## config.mk

```make
export PLATFORM = sky130hd
export DESIGN_NAME = sle_event_manager
export DESIGN_NICKNAME = d
export VERILOG_FILES = /design/src/sle_pkg.sv /design/src/sle_event_manager.sv
export SDC_FILE = /design/constraint.sdc
export NUM_CORES = 1
export LEC_CHECK = 0
export BUFFER_PORTS_ARGS = -buffer_cell sky130_fd_sc_hd__buf_2
export CAP_MARGIN = 20
export CORE_MARGIN = 8
export CORE_UTILIZATION = 50
export CTS_BUF_LIST = sky130_fd_sc_hd__clkbuf_8
export CTS_CLUSTER_DIAMETER = 60
export DETAILED_ROUTE_END_ITERATION = 12
export PLACE_DENSITY = 0.74
export SYNTH_ARGS = -nofsm -noshare
export SYNTH_HDL_FRONTEND = slang
export SYNTH_SLANG_ARGS = --single-unit
```

## constraint.sdc

```tcl
create_clock -name clk_in -period 2.2 [get_ports clk_in]
set_input_delay 0.33 -clock clk_in [delete_from_list [all_inputs] [get_ports clk_in]]
set_output_delay 0.33 -clock clk_in [all_outputs]
set_load 0.01 [all_outputs]
```

## src/sle_pkg.sv

```systemverilog
package sle_pkg;
  // Register byte offsets on the AXI4-Lite port
  localparam logic [7:0] OFF_CONV_FLAGS = 8'h00;
  localparam logic [7:0] OFF_CONV_MASK = 8'h04;
  localparam logic [7:0] OFF_SER1_FLAGS = 8'h08;
  localparam logic [7:0] OFF_SER1_MASK = 8'h0c;
  localparam logic [7:0] OFF_SER2_FLAGS = 8'h10;
  localparam logic [7:0] OFF_SER2_MASK = 8'h14;
  localparam logic [7:0] OFF_TMR1_FLAGS = 8'h18;
  localparam logic [7:0] OFF_TMR1_MASK = 8'h1c;
  localparam logic [7:0] OFF_TMR2_FLAGS = 8'h20;
  localparam logic [7:0] OFF_TMR2_MASK = 8'h24;
  localparam logic [7:0] OFF_NMI_FLAGS = 8'h28;
  localparam logic [7:0] OFF_MISSED = 8'h2c;
  localparam logic [7:0] OFF_FAULT_CAUSE = 8'h30;
  localparam logic [7:0] OFF_PEND_SET = 8'h34;
  localparam logic [7:0] OFF_PEND_CLR = 8'h38;
  localparam logic [7:0] OFF_ENABLE_SET = 8'h3c;
  localparam logic [7:0] OFF_ENABLE_CLR = 8'h40;
  localparam logic [7:0] OFF_CLK_CTRL = 8'h44;
  // Implemented bits of each register
  localparam logic [31:0] FIELD_CONV = 32'h0000001f;
  localparam logic [31:0] FIELD_SER1 = 32'h00007fff;
  localparam logic [31:0] FIELD_SER2 = 32'h00001fff;
  localparam logic [31:0] FIELD_TMR = 32'h0000005f;
  localparam logic [31:0] FIELD_NMI = 32'h00000003;
  localparam logic [31:0] FIELD_TOP = 32'h0001ffff;
  localparam logic [31:0] FIELD_FAULT = 32'h0000000f;
  localparam logic [16:0] LINE_ONLY_TOP = 17'h1f79c;
  localparam logic [31:0] ZERO32 = 32'h00000000;
  // Top-level request positions
  localparam int TOP_TIMER_ONE = 0;
  localparam int TOP_TIMER_TWO = 1;
  localparam int TOP_SERIAL_ONE = 5;
  localparam int TOP_SERIAL_TWO = 6;
  localparam int TOP_CONV = 11;
  // NMI and fault cause bit positions
  localparam int NMI_WDOG = 0;
  localparam int NMI_XTAL = 1;
  localparam int FAULT_BAD_WIDTH = 0;
  localparam int FAULT_PROTECT = 1;
  localparam int FAULT_RESERVED = 2;
  localparam int FAULT_MISSED = 3;
  localparam int CLK_USE_XTAL = 0;
  // Bus encodings
  localparam logic [1:0] SIZE_WORD = 2'h2;
  localparam logic [1:0] RESP_OKAY = 2'h0;
  localparam logic [1:0] RESP_SLVERR = 2'h2;

  // Event strobes from the peripherals, one-cycle pulses
  typedef struct packed {
    logic [4:0] conv;
    logic [14:0] ser1;
    logic [12:0] ser2;
    logic [6:0] tmr1;
    logic [6:0] tmr2;
  } sle_periph_evt_s;

  // One bus access under check; size 0 byte, 1 half, 2 word
  typedef struct packed {
    logic valid;
    logic [1:0] size;
    logic [1:0] addr_lo;
    logic apb_reg;
    logic user_mode;
    logic write;
    logic sys_target;
    logic beyond_reg;
    logic beyond_mem;
  } sle_bus_access_s;
endpackage

```

## src/sle_event_manager.sv

```systemverilog
// The placing of the registers and the AXI4-Lite interface to the registers were decided locally.
`timescale 1ns/1ns
module sle_event_manager (
  // Clock and reset
  input wire logic clk_in,
  input wire logic srst_in,
  // AXI4-Lite write channels
  input wire logic [7:0] s_axi_awaddr_in,
  input wire logic s_axi_awvalid_in,
  output logic s_axi_awready_out,
  input wire logic [31:0] s_axi_wdata_in,
  input wire logic [3:0] s_axi_wstrb_in,
  input wire logic s_axi_wvalid_in,
  output logic s_axi_wready_out,
  output logic [1:0] s_axi_bresp_out,
  output logic s_axi_bvalid_out,
  input wire logic s_axi_bready_in,
  // AXI4-Lite read channels
  input wire logic [7:0] s_axi_araddr_in,
  input wire logic s_axi_arvalid_in,
  output logic s_axi_arready_out,
  output logic [31:0] s_axi_rdata_out,
  output logic [1:0] s_axi_rresp_out,
  output logic s_axi_rvalid_out,
  input wire logic s_axi_rready_in,
  // Peripheral events and direct top-level lines
  input sle_pkg::sle_periph_evt_s periph_evt_in,
  input wire logic [16:0] line_req_in,
  // NMI sources
  input wire logic xtal_ok_in,
  input wire logic wdog_active_in,
  input wire logic wdog_lowwater_in,
  // Bus access under fault check
  input sle_pkg::sle_bus_access_s bus_access_in,
  // Requests and status
  output logic [16:0] top_irq_out,
  output logic nmi_out,
  output logic clk_sel_rc_out,
  output logic bus_fault_out,
  output logic hard_fault_out
);

  logic aw_got, w_got;
  logic [7:0] wr_addr;
  logic [31:0] wr_data;
  logic [3:0] wr_strb;
  logic wr_fire;
  logic [31:0] conv_flags, conv_mask, ser1_flags, ser1_mask, ser2_flags, ser2_mask;
  logic [31:0] tmr1_flags, tmr1_mask, tmr2_flags, tmr2_mask;
  logic [31:0] conv_evt, ser1_evt, ser2_evt, tmr1_evt, tmr2_evt;
  logic [1:0] nmi_flags;
  logic [16:0] missed, miss_evt, pend_latch, top_enable, level_req, pending;
  logic [3:0] fault_cause, next_fault, new_cause;
  logic second_fault;
  logic xtal_meta, xtal_ok_s, on_xtal, fail_pend;

  ////////////////////////////////////////////////////////////////////////////
  // Helpers

  // Byte strobes widened to a bit mask
  function automatic logic [31:0] be_mask(input logic [3:0] strb);
    be_mask = {{8{strb[3]}}, {8{strb[2]}}, {8{strb[1]}}, {8{strb[0]}}};
  endfunction
  // Written one-bits landing on a given offset this cycle
  function automatic logic [31:0] wr_bits(input logic [7:0] off);
    wr_bits = (wr_fire && wr_addr == off) ? (wr_data & be_mask(wr_strb)) : sle_pkg::ZERO32;
  endfunction
  // Plain read-write merge under the byte strobes
  function automatic logic [31:0] rw_merge(input logic [31:0] cur, input logic [7:0] off);
    logic [31:0] m;
    m = be_mask(wr_strb);
    rw_merge = (wr_fire && wr_addr == off) ? ((cur & ~m) | (wr_data & m)) : cur;
  endfunction
  // Set wins over the write-one clear
  function automatic logic [31:0] w1c(input logic [31:0] cur, input logic [31:0] clr,
                                      input logic [31:0] evt);
    w1c = (cur & ~clr) | evt;
  endfunction
  // Word-aligned and inside the map
  function automatic logic is_mapped(input logic [7:0] a);
    is_mapped = (a[1:0] == 2'h0) && (a <= sle_pkg::OFF_CLK_CTRL);
  endfunction

  ////////////////////////////////////////////////////////////////////////////
  // AXI4-Lite write path

  // Address and data taken in either order, answer after both
  assign wr_fire = aw_got & w_got & ~s_axi_bvalid_out;

  always_ff @(posedge clk_in) begin
    if (srst_in) begin
      aw_got <= 1'b0;
      w_got <= 1'b0;
      wr_addr <= 8'h00;
      wr_data <= sle_pkg::ZERO32;
      wr_strb <= 4'h0;
      s_axi_awready_out <= 1'b0;
      s_axi_wready_out <= 1'b0;
      s_axi_bvalid_out <= 1'b0;
      s_axi_bresp_out <= sle_pkg::RESP_OKAY;
    end else begin
      if (!aw_got && !s_axi_bvalid_out) begin
        s_axi_awready_out <= ~(s_axi_awvalid_in & s_axi_awready_out);
      end
      if (s_axi_awvalid_in && s_axi_awready_out) begin
        aw_got <= 1'b1;
        wr_addr <= s_axi_awaddr_in;
        s_axi_awready_out <= 1'b0;
      end
      if (!w_got && !s_axi_bvalid_out) begin
        s_axi_wready_out <= ~(s_axi_wvalid_in & s_axi_wready_out);
      end
      if (s_axi_wvalid_in && s_axi_wready_out) begin
        w_got <= 1'b1;
        wr_data <= s_axi_wdata_in;
        wr_strb <= s_axi_wstrb_in;
        s_axi_wready_out <= 1'b0;
      end
      if (wr_fire) begin
        aw_got <= 1'b0;
        w_got <= 1'b0;
        s_axi_bvalid_out <= 1'b1;
        s_axi_bresp_out <= is_mapped(wr_addr) ? sle_pkg::RESP_OKAY : sle_pkg::RESP_SLVERR;
      end
      if (s_axi_bvalid_out && s_axi_bready_in) begin
        s_axi_bvalid_out <= 1'b0;
      end
    end
  end

  ////////////////////////////////////////////////////////////////////////////
  // AXI4-Lite read path

  // Read is side-effect free; one cycle from address to data
  always_ff @(posedge clk_in) begin
    if (srst_in) begin
      s_axi_arready_out <= 1'b0;
      s_axi_rvalid_out <= 1'b0;
      s_axi_rdata_out <= sle_pkg::ZERO32;
      s_axi_rresp_out <= sle_pkg::RESP_OKAY;
    end else if (s_axi_rvalid_out) begin
      s_axi_arready_out <= 1'b0;
      if (s_axi_rready_in) begin
        s_axi_rvalid_out <= 1'b0;
        s_axi_arready_out <= 1'b1;
      end
    end else if (s_axi_arvalid_in && s_axi_arready_out) begin
      s_axi_arready_out <= 1'b0;
      s_axi_rvalid_out <= 1'b1;
      s_axi_rresp_out <= is_mapped(s_axi_araddr_in) ? sle_pkg::RESP_OKAY : sle_pkg::RESP_SLVERR;
      case (s_axi_araddr_in)
        sle_pkg::OFF_CONV_FLAGS: s_axi_rdata_out <= conv_flags;
        sle_pkg::OFF_CONV_MASK: s_axi_rdata_out <= conv_mask;
        sle_pkg::OFF_SER1_FLAGS: s_axi_rdata_out <= ser1_flags;
        sle_pkg::OFF_SER1_MASK: s_axi_rdata_out <= ser1_mask;
        sle_pkg::OFF_SER2_FLAGS: s_axi_rdata_out <= ser2_flags;
        sle_pkg::OFF_SER2_MASK: s_axi_rdata_out <= ser2_mask;
        sle_pkg::OFF_TMR1_FLAGS: s_axi_rdata_out <= tmr1_flags;
        sle_pkg::OFF_TMR1_MASK: s_axi_rdata_out <= tmr1_mask;
        sle_pkg::OFF_TMR2_FLAGS: s_axi_rdata_out <= tmr2_flags;
        sle_pkg::OFF_TMR2_MASK: s_axi_rdata_out <= tmr2_mask;
        sle_pkg::OFF_NMI_FLAGS: s_axi_rdata_out <= 32'(nmi_flags);
        sle_pkg::OFF_MISSED: s_axi_rdata_out <= 32'(missed);
        sle_pkg::OFF_FAULT_CAUSE: s_axi_rdata_out <= 32'(fault_cause);
        sle_pkg::OFF_PEND_SET: s_axi_rdata_out <= 32'(pending);
        sle_pkg::OFF_ENABLE_SET: s_axi_rdata_out <= 32'(top_enable);
        sle_pkg::OFF_CLK_CTRL: s_axi_rdata_out <= 32'(on_xtal);
        default: s_axi_rdata_out <= sle_pkg::ZERO32;
      endcase
    end else begin
      s_axi_arready_out <= 1'b1;
    end
  end

  ////////////////////////////////////////////////////////////////////////////
  // Second-level flags and masks

  // Events widened; unused timer bit 5 never sets
  assign conv_evt = 32'(periph_evt_in.conv) & sle_pkg::FIELD_CONV;
  assign ser1_evt = 32'(periph_evt_in.ser1) & sle_pkg::FIELD_SER1;
  assign ser2_evt = 32'(periph_evt_in.ser2) & sle_pkg::FIELD_SER2;
  assign tmr1_evt = 32'(periph_evt_in.tmr1) & sle_pkg::FIELD_TMR;
  assign tmr2_evt = 32'(periph_evt_in.tmr2) & sle_pkg::FIELD_TMR;
  // Flags always live, whatever the masks say
  always_ff @(posedge clk_in) begin
    if (srst_in) begin
      conv_flags <= sle_pkg::ZERO32;
      ser1_flags <= sle_pkg::ZERO32;
      ser2_flags <= sle_pkg::ZERO32;
      tmr1_flags <= sle_pkg::ZERO32;
      tmr2_flags <= sle_pkg::ZERO32;
    end else begin
      conv_flags <= w1c(conv_flags, wr_bits(sle_pkg::OFF_CONV_FLAGS), conv_evt);
      ser1_flags <= w1c(ser1_flags, wr_bits(sle_pkg::OFF_SER1_FLAGS), ser1_evt);
      ser2_flags <= w1c(ser2_flags, wr_bits(sle_pkg::OFF_SER2_FLAGS), ser2_evt);
      tmr1_flags <= w1c(tmr1_flags, wr_bits(sle_pkg::OFF_TMR1_FLAGS), tmr1_evt);
      tmr2_flags <= w1c(tmr2_flags, wr_bits(sle_pkg::OFF_TMR2_FLAGS), tmr2_evt);
    end
  end
  // Masks are plain read-write
  always_ff @(posedge clk_in) begin
    if (srst_in) begin
      conv_mask <= sle_pkg::ZERO32;
      ser1_mask <= sle_pkg::ZERO32;
      ser2_mask <= sle_pkg::ZERO32;
      tmr1_mask <= sle_pkg::ZERO32;
      tmr2_mask <= sle_pkg::ZERO32;
    end else begin
      conv_mask <= rw_merge(conv_mask, sle_pkg::OFF_CONV_MASK) & sle_pkg::FIELD_CONV;
      ser1_mask <= rw_merge(ser1_mask, sle_pkg::OFF_SER1_MASK) & sle_pkg::FIELD_SER1;
      ser2_mask <= rw_merge(ser2_mask, sle_pkg::OFF_SER2_MASK) & sle_pkg::FIELD_SER2;
      tmr1_mask <= rw_merge(tmr1_mask, sle_pkg::OFF_TMR1_MASK) & sle_pkg::FIELD_TMR;
      tmr2_mask <= rw_merge(tmr2_mask, sle_pkg::OFF_TMR2_MASK) & sle_pkg::FIELD_TMR;
    end
  end

  ////////////////////////////////////////////////////////////////////////////
  // Missed events and top-level requests

  // No counting: an enabled repeat on a set flag only marks missed
  always_comb begin
    miss_evt = 17'h00000;
    miss_evt[sle_pkg::TOP_CONV] = |(conv_evt & conv_flags & conv_mask);
    miss_evt[sle_pkg::TOP_SERIAL_ONE] = |(ser1_evt & ser1_flags & ser1_mask);
    miss_evt[sle_pkg::TOP_SERIAL_TWO] = |(ser2_evt & ser2_flags & ser2_mask);
    miss_evt[sle_pkg::TOP_TIMER_ONE] = |(tmr1_evt & tmr1_flags & tmr1_mask);
    miss_evt[sle_pkg::TOP_TIMER_TWO] = |(tmr2_evt & tmr2_flags & tmr2_mask);
  end
  // Level requests; lines without a second level pass straight in
  always_comb begin
    level_req = line_req_in & sle_pkg::LINE_ONLY_TOP;
    level_req[sle_pkg::TOP_CONV] = |(conv_flags & conv_mask);
    level_req[sle_pkg::TOP_SERIAL_ONE] = |(ser1_flags & ser1_mask);
    level_req[sle_pkg::TOP_SERIAL_TWO] = |(ser2_flags & ser2_mask);
    level_req[sle_pkg::TOP_TIMER_ONE] = |(tmr1_flags & tmr1_mask);
    level_req[sle_pkg::TOP_TIMER_TWO] = |(tmr2_flags & tmr2_mask);
  end
  // A pending clear cannot beat a level still held below
  assign pending = pend_latch | level_req;
  // Missed marks, cleared by writing one
  always_ff @(posedge clk_in) begin
    if (srst_in) begin
      missed <= 17'h00000;
    end else begin
      missed <= 17'(w1c(32'(missed), wr_bits(sle_pkg::OFF_MISSED), 32'(miss_evt)));
    end
  end

  // Pending latch and enable mask, both set and cleared by strobes
  always_ff @(posedge clk_in) begin
    if (srst_in) begin
      pend_latch <= 17'h00000;
      top_enable <= 17'h00000;
      top_irq_out <= 17'h00000;
    end else begin
      pend_latch <= (pend_latch & ~17'(wr_bits(sle_pkg::OFF_PEND_CLR)))
                    | 17'(wr_bits(sle_pkg::OFF_PEND_SET));
      top_enable <= (top_enable & ~17'(wr_bits(sle_pkg::OFF_ENABLE_CLR)))
                    | 17'(wr_bits(sle_pkg::OFF_ENABLE_SET));
      top_irq_out <= pending & top_enable;
    end
  end

  ////////////////////////////////////////////////////////////////////////////
  // Crystal supervision and NMI

  // Pin passes two flops before use
  always_ff @(posedge clk_in) begin
    if (srst_in) begin
      xtal_meta <= 1'b0;
      xtal_ok_s <= 1'b0;
    end else begin
      xtal_meta <= xtal_ok_in;
      xtal_ok_s <= xtal_meta;
    end
  end
  // Switch to RC first; the flag follows one cycle later
  always_ff @(posedge clk_in) begin
    if (srst_in) begin
      on_xtal <= 1'b0;
      fail_pend <= 1'b0;
      clk_sel_rc_out <= 1'b1;
    end else begin
      fail_pend <= 1'b0;
      if (on_xtal && !xtal_ok_s) begin
        on_xtal <= 1'b0;
        fail_pend <= 1'b1;
        clk_sel_rc_out <= 1'b1;
      end else if (wr_fire && wr_addr == sle_pkg::OFF_CLK_CTRL && wr_strb[0]) begin
        // Crystal only accepted while it is seen running
        on_xtal <= wr_data[sle_pkg::CLK_USE_XTAL] & xtal_ok_s;
        clk_sel_rc_out <= ~(wr_data[sle_pkg::CLK_USE_XTAL] & xtal_ok_s);
      end
    end
  end
  // Non-maskable: no enable stands between these flags and the output
  always_ff @(posedge clk_in) begin
    if (srst_in) begin
      nmi_flags <= 2'h0;
      nmi_out <= 1'b0;
    end else begin
      nmi_flags <= 2'(w1c(32'(nmi_flags), wr_bits(sle_pkg::OFF_NMI_FLAGS),
                         32'({fail_pend, wdog_active_in & wdog_lowwater_in})));
      nmi_out <= |nmi_flags;
    end
  end

  ////////////////////////////////////////////////////////////////////////////
  // Bus fault causes

  always_comb begin
    new_cause = 4'h0;
    if (bus_access_in.valid) begin
      new_cause[sle_pkg::FAULT_BAD_WIDTH] = (bus_access_in.apb_reg && bus_access_in.size != sle_pkg::SIZE_WORD)
        || (bus_access_in.size == sle_pkg::SIZE_WORD && bus_access_in.addr_lo != 2'h0);
      new_cause[sle_pkg::FAULT_PROTECT] = bus_access_in.user_mode && bus_access_in.write
        && bus_access_in.sys_target;
      new_cause[sle_pkg::FAULT_RESERVED] = bus_access_in.beyond_reg || bus_access_in.beyond_mem;
    end
  end

  // Second fault escalates; a process, since the clear reads bus state inside a function
  always_comb begin
    second_fault = (|new_cause) && (|fault_cause[2:0]);
    next_fault = 4'(w1c(32'(fault_cause), wr_bits(sle_pkg::OFF_FAULT_CAUSE), 32'(new_cause)))
                 | (4'(second_fault) << sle_pkg::FAULT_MISSED);
  end

  // Causes held until written one
  always_ff @(posedge clk_in) begin
    if (srst_in) begin
      fault_cause <= 4'h0;
      bus_fault_out <= 1'b0;
      hard_fault_out <= 1'b0;
    end else begin
      fault_cause <= next_fault & sle_pkg::FIELD_FAULT[3:0];
      bus_fault_out <= |next_fault[2:0];
      hard_fault_out <= second_fault;
    end
  end
endmodule

```

## Word level (Yosys, flattened, before mapping)

Index checks and enable logic that the tools add are counted.

- Order comparisons: 2
- Equal/unequal tests: 34
- Multiplexer cells: 23
- Bitwise operators: 71
- Reductions and logical operators: 64

Operators by type and width:

| kind | count |
|---|---|
| one-hot mux 32 bit (16 select lines) | 1 |
| OR reduction 32 bit | 10 |
| bitwise AND 32 bit | 6 |
| two-way mux 32 bit | 5 |
| inverter 32 bit | 5 |
| bitwise AND 32 x 7 -> 32 bit | 4 |
| equality test 8 x 6 -> 1 bit (second input constant) | 15 |
| two-way mux 17 bit | 5 |
| bitwise AND 17 bit | 4 |
| bitwise AND 32 x 13 -> 32 bit | 2 |
| bitwise AND 32 x 15 -> 32 bit | 2 |
| bitwise AND 32 x 5 -> 32 bit | 2 |
| bitwise AND 7 x 32 -> 32 bit | 2 |
| equality test 8 x 5 -> 1 bit (second input constant) | 8 |
| OR 32 x 7 -> 32 bit | 2 |
| inverter 17 bit | 3 |
| OR 17 bit | 3 |
| logical AND 1 bit | 33 |
| bitwise AND 13 x 32 -> 32 bit | 1 |
| bitwise AND 15 x 32 -> 32 bit | 1 |
| bitwise AND 5 x 32 -> 32 bit | 1 |
| equality test 8 x 4 -> 1 bit (second input constant) | 4 |
| OR 32 x 13 -> 32 bit | 1 |
| OR 32 x 15 -> 32 bit | 1 |
| 37 further kinds | 73 |

- Flip-flop bits (word level): 374
- Output and inout bits: 62
- Logic and storage cells: 231

## Depth between registers and ports, before layout

Gate-level depths: netlist of the first run.

- Word-level depth: 9
- Gate-level depth with buffers: 8

## Worst setup path after synthesis of the first run

OpenSTA, ideal clock, no wires.

- Kind: register to register
- From: reg s_axi_bvalid_out
- To: reg (tool-made name)
- Data arrival time: 1,685 ps
- Required time: 2,072 ps
- Setup slack: 387 ps
- Stages on the path, launching flop included: 8
- Buffers on the path: 2
- Period minus slack after synthesis: 1,813 ps
- Path through: dfxtp_1 nand3b_1 nor3b_2 buf_2 and3_1 buf_2 mux2i_1 nor2_1

RTL lines:

| element | RTL line | text |
|---|---|---|
| start: declaration | sle_event_manager.sv:16 | `output logic s_axi_bvalid_out,` |
| start signal: assignment | sle_event_manager.sv:99 | `s_axi_bvalid_out <= 1'b0;` |
| start signal: assignment | sle_event_manager.sv:122 | `s_axi_bvalid_out <= 1'b1;` |
| start signal: assignment | sle_event_manager.sv:126 | `s_axi_bvalid_out <= 1'b0;` |

## Final worst setup path of the first run

- From: reg s_axi_bvalid_out
- To: reg tmr1_flags[12]

- Word-level cells in the longest chain between the ends: 7

Ends and longest elaborated chain:

| element | RTL line | text |
|---|---|---|
| inverter 1 bit | sle_event_manager.sv:88 | `assign wr_fire = aw_got & w_got & ~s_axi_bvalid_out;` |
| bitwise AND 1 bit | sle_event_manager.sv:88 |  |
| logical AND 1 bit | sle_event_manager.sv:66 | `wr_bits = (wr_fire && wr_addr == off) ? (wr_data & be_mask(wr_strb)) : sle_pkg::ZERO32;` |
| two-way mux 32 bit | sle_event_manager.sv:66 |  |
| inverter 32 bit | sle_event_manager.sv:77 | `w1c = (cur & ~clr) \| evt;` |
| bitwise AND 32 bit | sle_event_manager.sv:77 |  |
| OR 32 x 7 -> 32 bit | sle_event_manager.sv:77 |  |
| end signal: assignment | sle_event_manager.sv:190 | `tmr1_flags <= sle_pkg::ZERO32;` |
| end signal: assignment | sle_event_manager.sv:196 | `tmr1_flags <= w1c(tmr1_flags, wr_bits(sle_pkg::OFF_TMR1_FLAGS), tmr1_evt);` |
| end: declaration | sle_event_manager.sv:49 | `logic [31:0] tmr1_flags, tmr1_mask, tmr2_flags, tmr2_mask;` |

Every way passes these cells.
A chain may end at the register's enable or synchronous reset.

==> metrics.md, run 1 <==
| Metric | Value |
|---|---|
| Status | complete, no violations |
| Nets | between 2,000 and 2,500 |
| P&R area growth vs syn | 25.9% |
| Antenna Nets Post-Route | 0 |
| DP Cell Count | about 2,400 |
| First DRT Iteration DRCs | roughly 1,700 |
| Full die area | between 30,000 and 40,000 sq um |
| PwrDens | slightly above 700 nW/um^2 |
| Worst-path clk slew | 0.06 ns |
| Count of standard-cell rows | 65 |
| Worst-Margin Slew | roughly 0.66 ns |
| Worst Setup End Kind | flop |
| R2r startpoint | s_axi_bvalid_out |
| DRT Pass-1 Iters | 6 |
| Later-pin clock latency in the skew report | between 0.6 and 0.7 ns |
| #FFs+latches synth | 372 |
| VDD IR-drop max | ~0.57 mV |
| TritonCTS clock tree | built |
| Unrepaired setup endpoints after global routing | false |
| Fin Clk Skew | 0.0376 ns |
| Required time of the worst setup path | 2.67 ns |
| Non-Filler Instances | 2,595 |
| Critical path type | flop to flop |
| Crit path DAT | around 2.5 ns |
| CP max FO | 26 |
| Hold WC Path Type | input pin to flop |
| Post-synth EDFFs | 0 |
| Initial Util | 0.504 |
| Largest net degree at the start of global routing | 85 |
| Startpoint types | flop |
| Dpl cell area | around 18,000 sq um |
| Final hold viol count | 0 |
| Input/output buffers | between 150 and 200 |
| Hpwl dp | about 42,000 um |
| Design area | around 20,000 sq um |
| Netlist cell types | 74 |
| Fmax achieved | just under 500 MHz |
| Vias in the first global route | approximately 15,000 |
| Setup_tns | 0 ns |
| Worst slew margin | 0.547 |
| Congestion Overflow GR | 0 |
| Hold EP | top_irq_out[4] |
| FILL cells | ~2,700 |
| Worst r2r dst | tmr1_flags[12] |
| Top Ports | about 200 |
| Die width | just under 200 um |
| Total power draw | approximately 14,000 uW |
| Maxcap violations | 0 |
| Clock Path Buffers | 3 |
| P_leak | ~0.0075 uW |
| Post-Syn Area | roughly 16,000 sq um |
| Drt via density | roughly 6 |
| Htree depth | 2 |
| Worst Hold Depth | 3 |
| Post-Synthesis Cells | between 1,500 and 2,000 |
| Worst r2r path cells | 6 |
| Layout cells sized above 1 | 0.193 |
| Min cycle time layout | about 2.0 ns |
| GP Congestion | 0.995 |
| Yosys Warn Count | 0 |
| Final core occ | 0.634 |
| Routed wire length per instance | 22.9 um |
| Final Max Slew Viols | 0 |
| Ys async rst share | 0 |
| Worst setup startpoint | s_axi_bvalid_out |
| Slack of the worst reg-to-reg path | 0.15 ns |
| Final Cycle Share | 0.930 |
| DR DRC count | 0 |
| Routed Wire Length | roughly 59,000 um |
| Synthesized area per cell | 8.62 sq um |
| Top_reg_cell synth | dfxtp_1 |
| Final setup viols | 0 |
| Root buffer cell | clkbuf_8 |
| Area of the core | approximately 31,000 sq um |
| CTS buffer count | a little over 60 |
| Die Span Y | between 150 and 200 um |
| Sequential fraction of the synthesis area | 0.472 |
| ANT cells | 0 |
| First-pass GRT wire length | about 90,000 um |
| GRT Util Overall | 0.303 |
| Routed via count | between 15,000 and 20,000 |
| Min-delay src | line_req_in[4] |
| Initial antenna violation count | 1 |
| CTS Sinks | approximately 370 |
-- layout make-up --
cell class                 count  area (sq um)  area share
multi-input combinational   1275          7570       0.381
sequential                   372          7450       0.375
inverter                      49           184     0.00926
tap                          402           503      0.0253
clock inverter                25           174     0.00876
clock buffer                  79          1090      0.0548
timing repair buffer         393          2890       0.145
-- worst max-delay path: stages, from the launching register on --
cell	delay, ns
dfxtp_1	0.35
nand3b_1	0.32
nor4_2	0.40
nand2_2	0.24
buf_4	0.32
nor2_1	0.17
nor3b_1	0.07
-- cell usage in the layout, fill, tap and decap left out, drive strengths merged, types with 4 or more instances in the layout --
cell,instances
a21oi,159
a222oi,4
a22o,26
a22oi,76
a2bb2oi,7
a311oi,7
a31oi,6
and2,5
and3,13
and3b,5
buf,299
clkbuf,79
clkinv,9
dfxtp,372
dlygate4sd3,94
inv,63
mux2,8
mux2i,66
nand2,189
nand2b,7
nand3,73
nand3b,4
nand4,30
nor2,209
nor2b,10
nor3,18
nor3b,144
nor4,8
nor4b,8
o211ai,16
o21ai,99
o22ai,14
o2bb2ai,7
or2,5
or3,4
or4,4
-- how the worst max path moves through the flow --
| stage | end | cells past startpoint |
|---|---|---|
| after detailed placement | s_axi_rdata_out[7] | 7 |
| after global routing | ser1_flags[6] | 7 |
| final | tmr1_flags[12] | 6 |
| after floorplan | flop | 7 |
| after CTS | flop | 6 |
| after global placement | s_axi_rdata_out[7] | 7 |
-- power by group --
group	switching [uW]	internal, uW
clock	2770	3430
sequential	158	6870
combinational	638	475
total	3570	10800
-- logic make-up after synthesis --
family	after synthesis	synth area share
AO/OA/AOI/OAI	450	0.178
other	1	0.000238
multiplexers	76	0.0505
flip-flops	372	0.472
AND/OR/NAND/NOR	747	0.250
buffers and inverters	184	0.0488
-- cells in the mapped netlist (30+ instances only) --
master / number / area, sq um
nand4_1: 30 / 188
buf_2: 33 / 165
a21oi_1: 159 / 796
inv_1: 49 / 184
dfxtp_1: 372 / 7450
nand3_1: 73 / 365
mux2i_1: 66 / 661
nor3b_1: 143 / 1070
o21ai_0: 95 / 475
a22oi_1: 76 / 571
nor2_1: 206 / 773
nand2_1: 189 / 709
clkbuf_1: 89 / 334
-- per-layer routing --
layer	vias to the layer above	track usage	wire length, um
li1	7172	-	-
met1	7500	0.421	25700
met2	798	0.459	25800
met3	110	0.0734	6390
met4	4	0.0901	1500
met5	-	0	26
-- through the flow --
stage / hold WS [ns] / setup WS, ns
floorplan: 0.411 / 0.387
global placement: 0.417 / -0.0587
detailed placement: 0.424 / -0.0863
CTS: 0.00394 / 0.105
global route: 0.0175 / 0.0305
finish: 0.0225 / 0.154
-- timing repair --
item / CTS / global route
hold buffers: 94 / 0
resized for setup: 0 / 3
endpoints found under the setup margin: 0 / 13
hold endpoints to repair: 93 / 0
buffers inserted: 0 / 0
No activity file was read; power rests on OpenSTA's default activity.
==> inputs of run 2 (changes only) <==
Settings changed: ABC_AREA set to 1.
==> run 2 against run 1 <==
Against the previous run:
- largest cell class is now sequential cells
- critical endpoint is now missed[6]
- via count shrank 0.90%
- register-to-register slack gained 0.07 ns
- worst hold slack barely moved
- global-route usage down 4.1 points
==> metrics.md, run 2 <==
| Metric | Value |
|---|---|
| Crit path DAT | 2.41 ns (-0.11 ns) |
| Routed wire length per instance | 18.1 um (-21%) |
| PwrDens | 763 nW/um^2 (+5.6%) |
| Nets | 2,513 (+9.8%) |
| Routed Wire Length | 51,000 um (-14%) |
| Worst-Margin Slew | 1.04 ns (+0.372 ns) |
| Setup_tns | 0 ns (unchanged) |
| Total power draw | 14,500 uW (+1.3%) |
| P&R area growth vs syn | 20.0% |
| Netlist cell types | 40 (-46%) |
| Later-pin clock latency in the skew report | 0.61 ns (-0.02 ns) |
| First DRT Iteration DRCs | 1,496 (-14%) |
| Hold WC Path Type | input pin to flop |
| Post-Synthesis Cells | 2,145 (+17%) |
| CTS Sinks | 372 (unchanged) |
| Crit path cell chain | nor2_4, nand3_2, nor2_1, nand2_2, o21ai_0, a41oi_1 |
| Most frequent cell after synthesis | nand2_1 |
| CTS-repair resized insts | 0 (unchanged) |
| Delay-heaviest family, CP | simple AND/OR/NAND/NOR gates |
| Clock Path Buffers | 3 (unchanged) |
| P_leak | 0.00926 uW (+23%) |
| Critical path type | flop to flop |
| First-pass GRT wire length | 80,400 um (-11%) |
| WP buf/inv | 0 (-1) |
| Root buffer cell | clkbuf_8 |
| Top Ports | 199 (unchanged) |
| Initial Util | 0.506 (+0.00204) |
| Worst slew margin | 0.309 (-0.238) |
| Fmax achieved | 507 MHz (+3.7%) |
| Critical path's largest stage delay | 0.39 ns (about the same) |
| DR DRC count | 0 (unchanged) |
| Final hold viol count | 0 (unchanged) |
| Hpwl dp | 34,500 um (-18%) |
| ANT cells | 0 (unchanged) |
| TritonCTS clock tree | built |
| Most common cell after layout, fill and taps aside | nand2_1 |
| Post-synth EDFFs | 0 (unchanged) |
| Area of the core | 31,400 sq um (+0.26%) |
| Synthesized area per cell | 7.40 sq um (-14%) |
| Critical-path top delay cell | nand2_2 |
| Area leader, netlist | dfxtp_1 |
| Vias in the first global route | 15,100 (-0.93%) |
| Synth top cells by count | nand2_1, dfxtp_1, inv_1 |
| FILL cells | 2,866 (+6.8%) |
| DRT Pass-1 Iters | 6 (unchanged) |
| Status | complete, no violations |
| Die width | 194 um (+0.30%) |
| Htree depth | 2 (unchanged) |
| Final Cycle Share | 0.897 (-0.0334) |
| Ys async rst share | 0 (unchanged) |
| Startpoint types | flop |
| Initial antenna violation count | 0 (-1) |
| Layout cells sized above 1 | 0.164 (-0.0292) |
| Worst-path clk slew | 0.06 ns (about the same) |
| Worst Setup End Kind | flop |
| Die Span Y | 194 um (+0.30%) |
| #FFs+latches synth | 372 (unchanged) |
| Final setup viols | 0 (unchanged) |
| Commonest cells after routing, fill and taps aside | nand2_1, dfxtp_1, inv_1 |
| Area share of the largest cell type after synthesis | 0.469 (-0.00313) |
| Unrepaired setup endpoints after global routing | false |
| Synth area leaders | dfxtp_1, nand2_1, inv_1 |
| Min cycle time layout | 1.97 ns (-0.0734 ns) |
| GRT Util Overall | 0.262 (-0.0412) |
| Maxcap violations | 0 (unchanged) |
| GP Congestion | 0.921 (-7.5%) |
| Fin Clk Skew | 0.0229 ns (-0.0147 ns) |
| Antenna Nets Post-Route | 0 (unchanged) |
| CP max FO | 17 (-35%) |
| Required time of the worst setup path | 2.64 ns (-0.03 ns) |
| VDD IR-drop max | 0.626 mV (+10%) |
| CTS buffer count | 61 (unchanged) |
| Sequential fraction of the synthesis area | 0.469 (-0.00313) |
| Top_reg_cell synth | dfxtp_1 |
| Input/output buffers | 189 (unchanged) |
| Largest net degree at the start of global routing | 154 (+81%) |
| Congestion Overflow GR | 0 (unchanged) |
| Full die area | 37,700 sq um (+0.61%) |
| Final Max Slew Viols | 0 (unchanged) |
| Yosys Warn Count | 0 (unchanged) |
| Drt via density | 5.46 (-9.0%) |
| Routed via count | 15,400 (-0.90%) |
| Post-Syn Area | 15,900 sq um (+0.67%) |
| Count of standard-cell rows | 65 (unchanged) |
run 2: changes by cell type in the layout (fill, tap and decap cells not counted), sizes merged, moves of 48 or more:
cell and change:
buf -74, dlygate4sd3 -48, o21ai +120, o211ai +111, nor3b -144, inv +238
nand2 +285, a22oi -76, mux2i -66
run 2: report_power, final:
| group | leakage [uW] | switching, uW | total [uW] | internal (uW) |
|---|---|---|---|---|
| registers | 0.00302 | 129 | 7010 | 6880 |
| clock network | 0.000763 | 2800 | 6630 | 3830 |
| logic | 0.00547 | 563 | 882 | 319 |
| total | 0.00926 | 3490 | 14500 | 11000 |
run 2: through the flow:
step / setup slack (ns) / utilization / hold WS [ns] / std cells / area, sq um
finish: 0.228 / 0.607 / 0.0222 / 2827 / 19000
detailed placement: 0.261 / 0.548 / 0.401 / 2669 / 17200
global placement: 0.333 / 0.548 / 0.393 / 2669 / 17200
CTS: 0.254 / 0.607 / 0.0000338 / 2827 / 19000
floorplan: 0.750 / - / 0.388 / 2146 / 15900
global route: 0.122 / 0.607 / 0.0142 / 2827 / 19000
run 2: cells by family after synthesis:
family / count (synthesis) / share of synthesized area
compound gates: 569 / 0.206
buf+inv: 396 / 0.103
flops: 372 / 0.469
other cells: 1 / 0.000236
simple gates: 807 / 0.222
run 2: what timing repair did:
action / 4_1_cts / 5_1_grt
buffers inserted: 0 / 0
hold buffers: 46 / 0
endpoints found under the hold margin: 46 / 0
run 2: final cells by class:
type / count / area [sq um] / area share
Sequential cell: 372 / 7450 / 0.391
Multi-Input combinational cell: 1378 / 6790 / 0.357
Timing Repair Buffer: 271 / 1800 / 0.0947
Clock buffer: 90 / 1240 / 0.0650
Inverter: 292 / 1100 / 0.0579
Tap cell: 402 / 503 / 0.0264
Clock inverter: 22 / 155 / 0.00815
run 2: worst reg2reg max path: cells and delay by family (launching register included):
kind	cells	cell delay (ns)
simple gates	4	1.03
flops	1	0.33
compound gates	2	0.46
run 2: final timing paths:
check	start	endpoint	slack, ns	depth (start not counted)
worst max-delay path	wr_addr[0]	missed[6]	0.23	6
worst min-delay path	s_axi_wstrb_in[1]	wr_strb[1]	0.02	3
worst max register to register	wr_addr[0]	missed[6]	0.23	6
worst min register to register	xtal_meta	xtal_ok_s	0.41	2
run 2: routing by layer:
layer / track usage / share of wire
met2: 0.412 / 0.44
met4: 0.103 / 0.034
met1: 0.346 / 0.44
met5: 0 / 0
met3: 0.0568 / 0.087
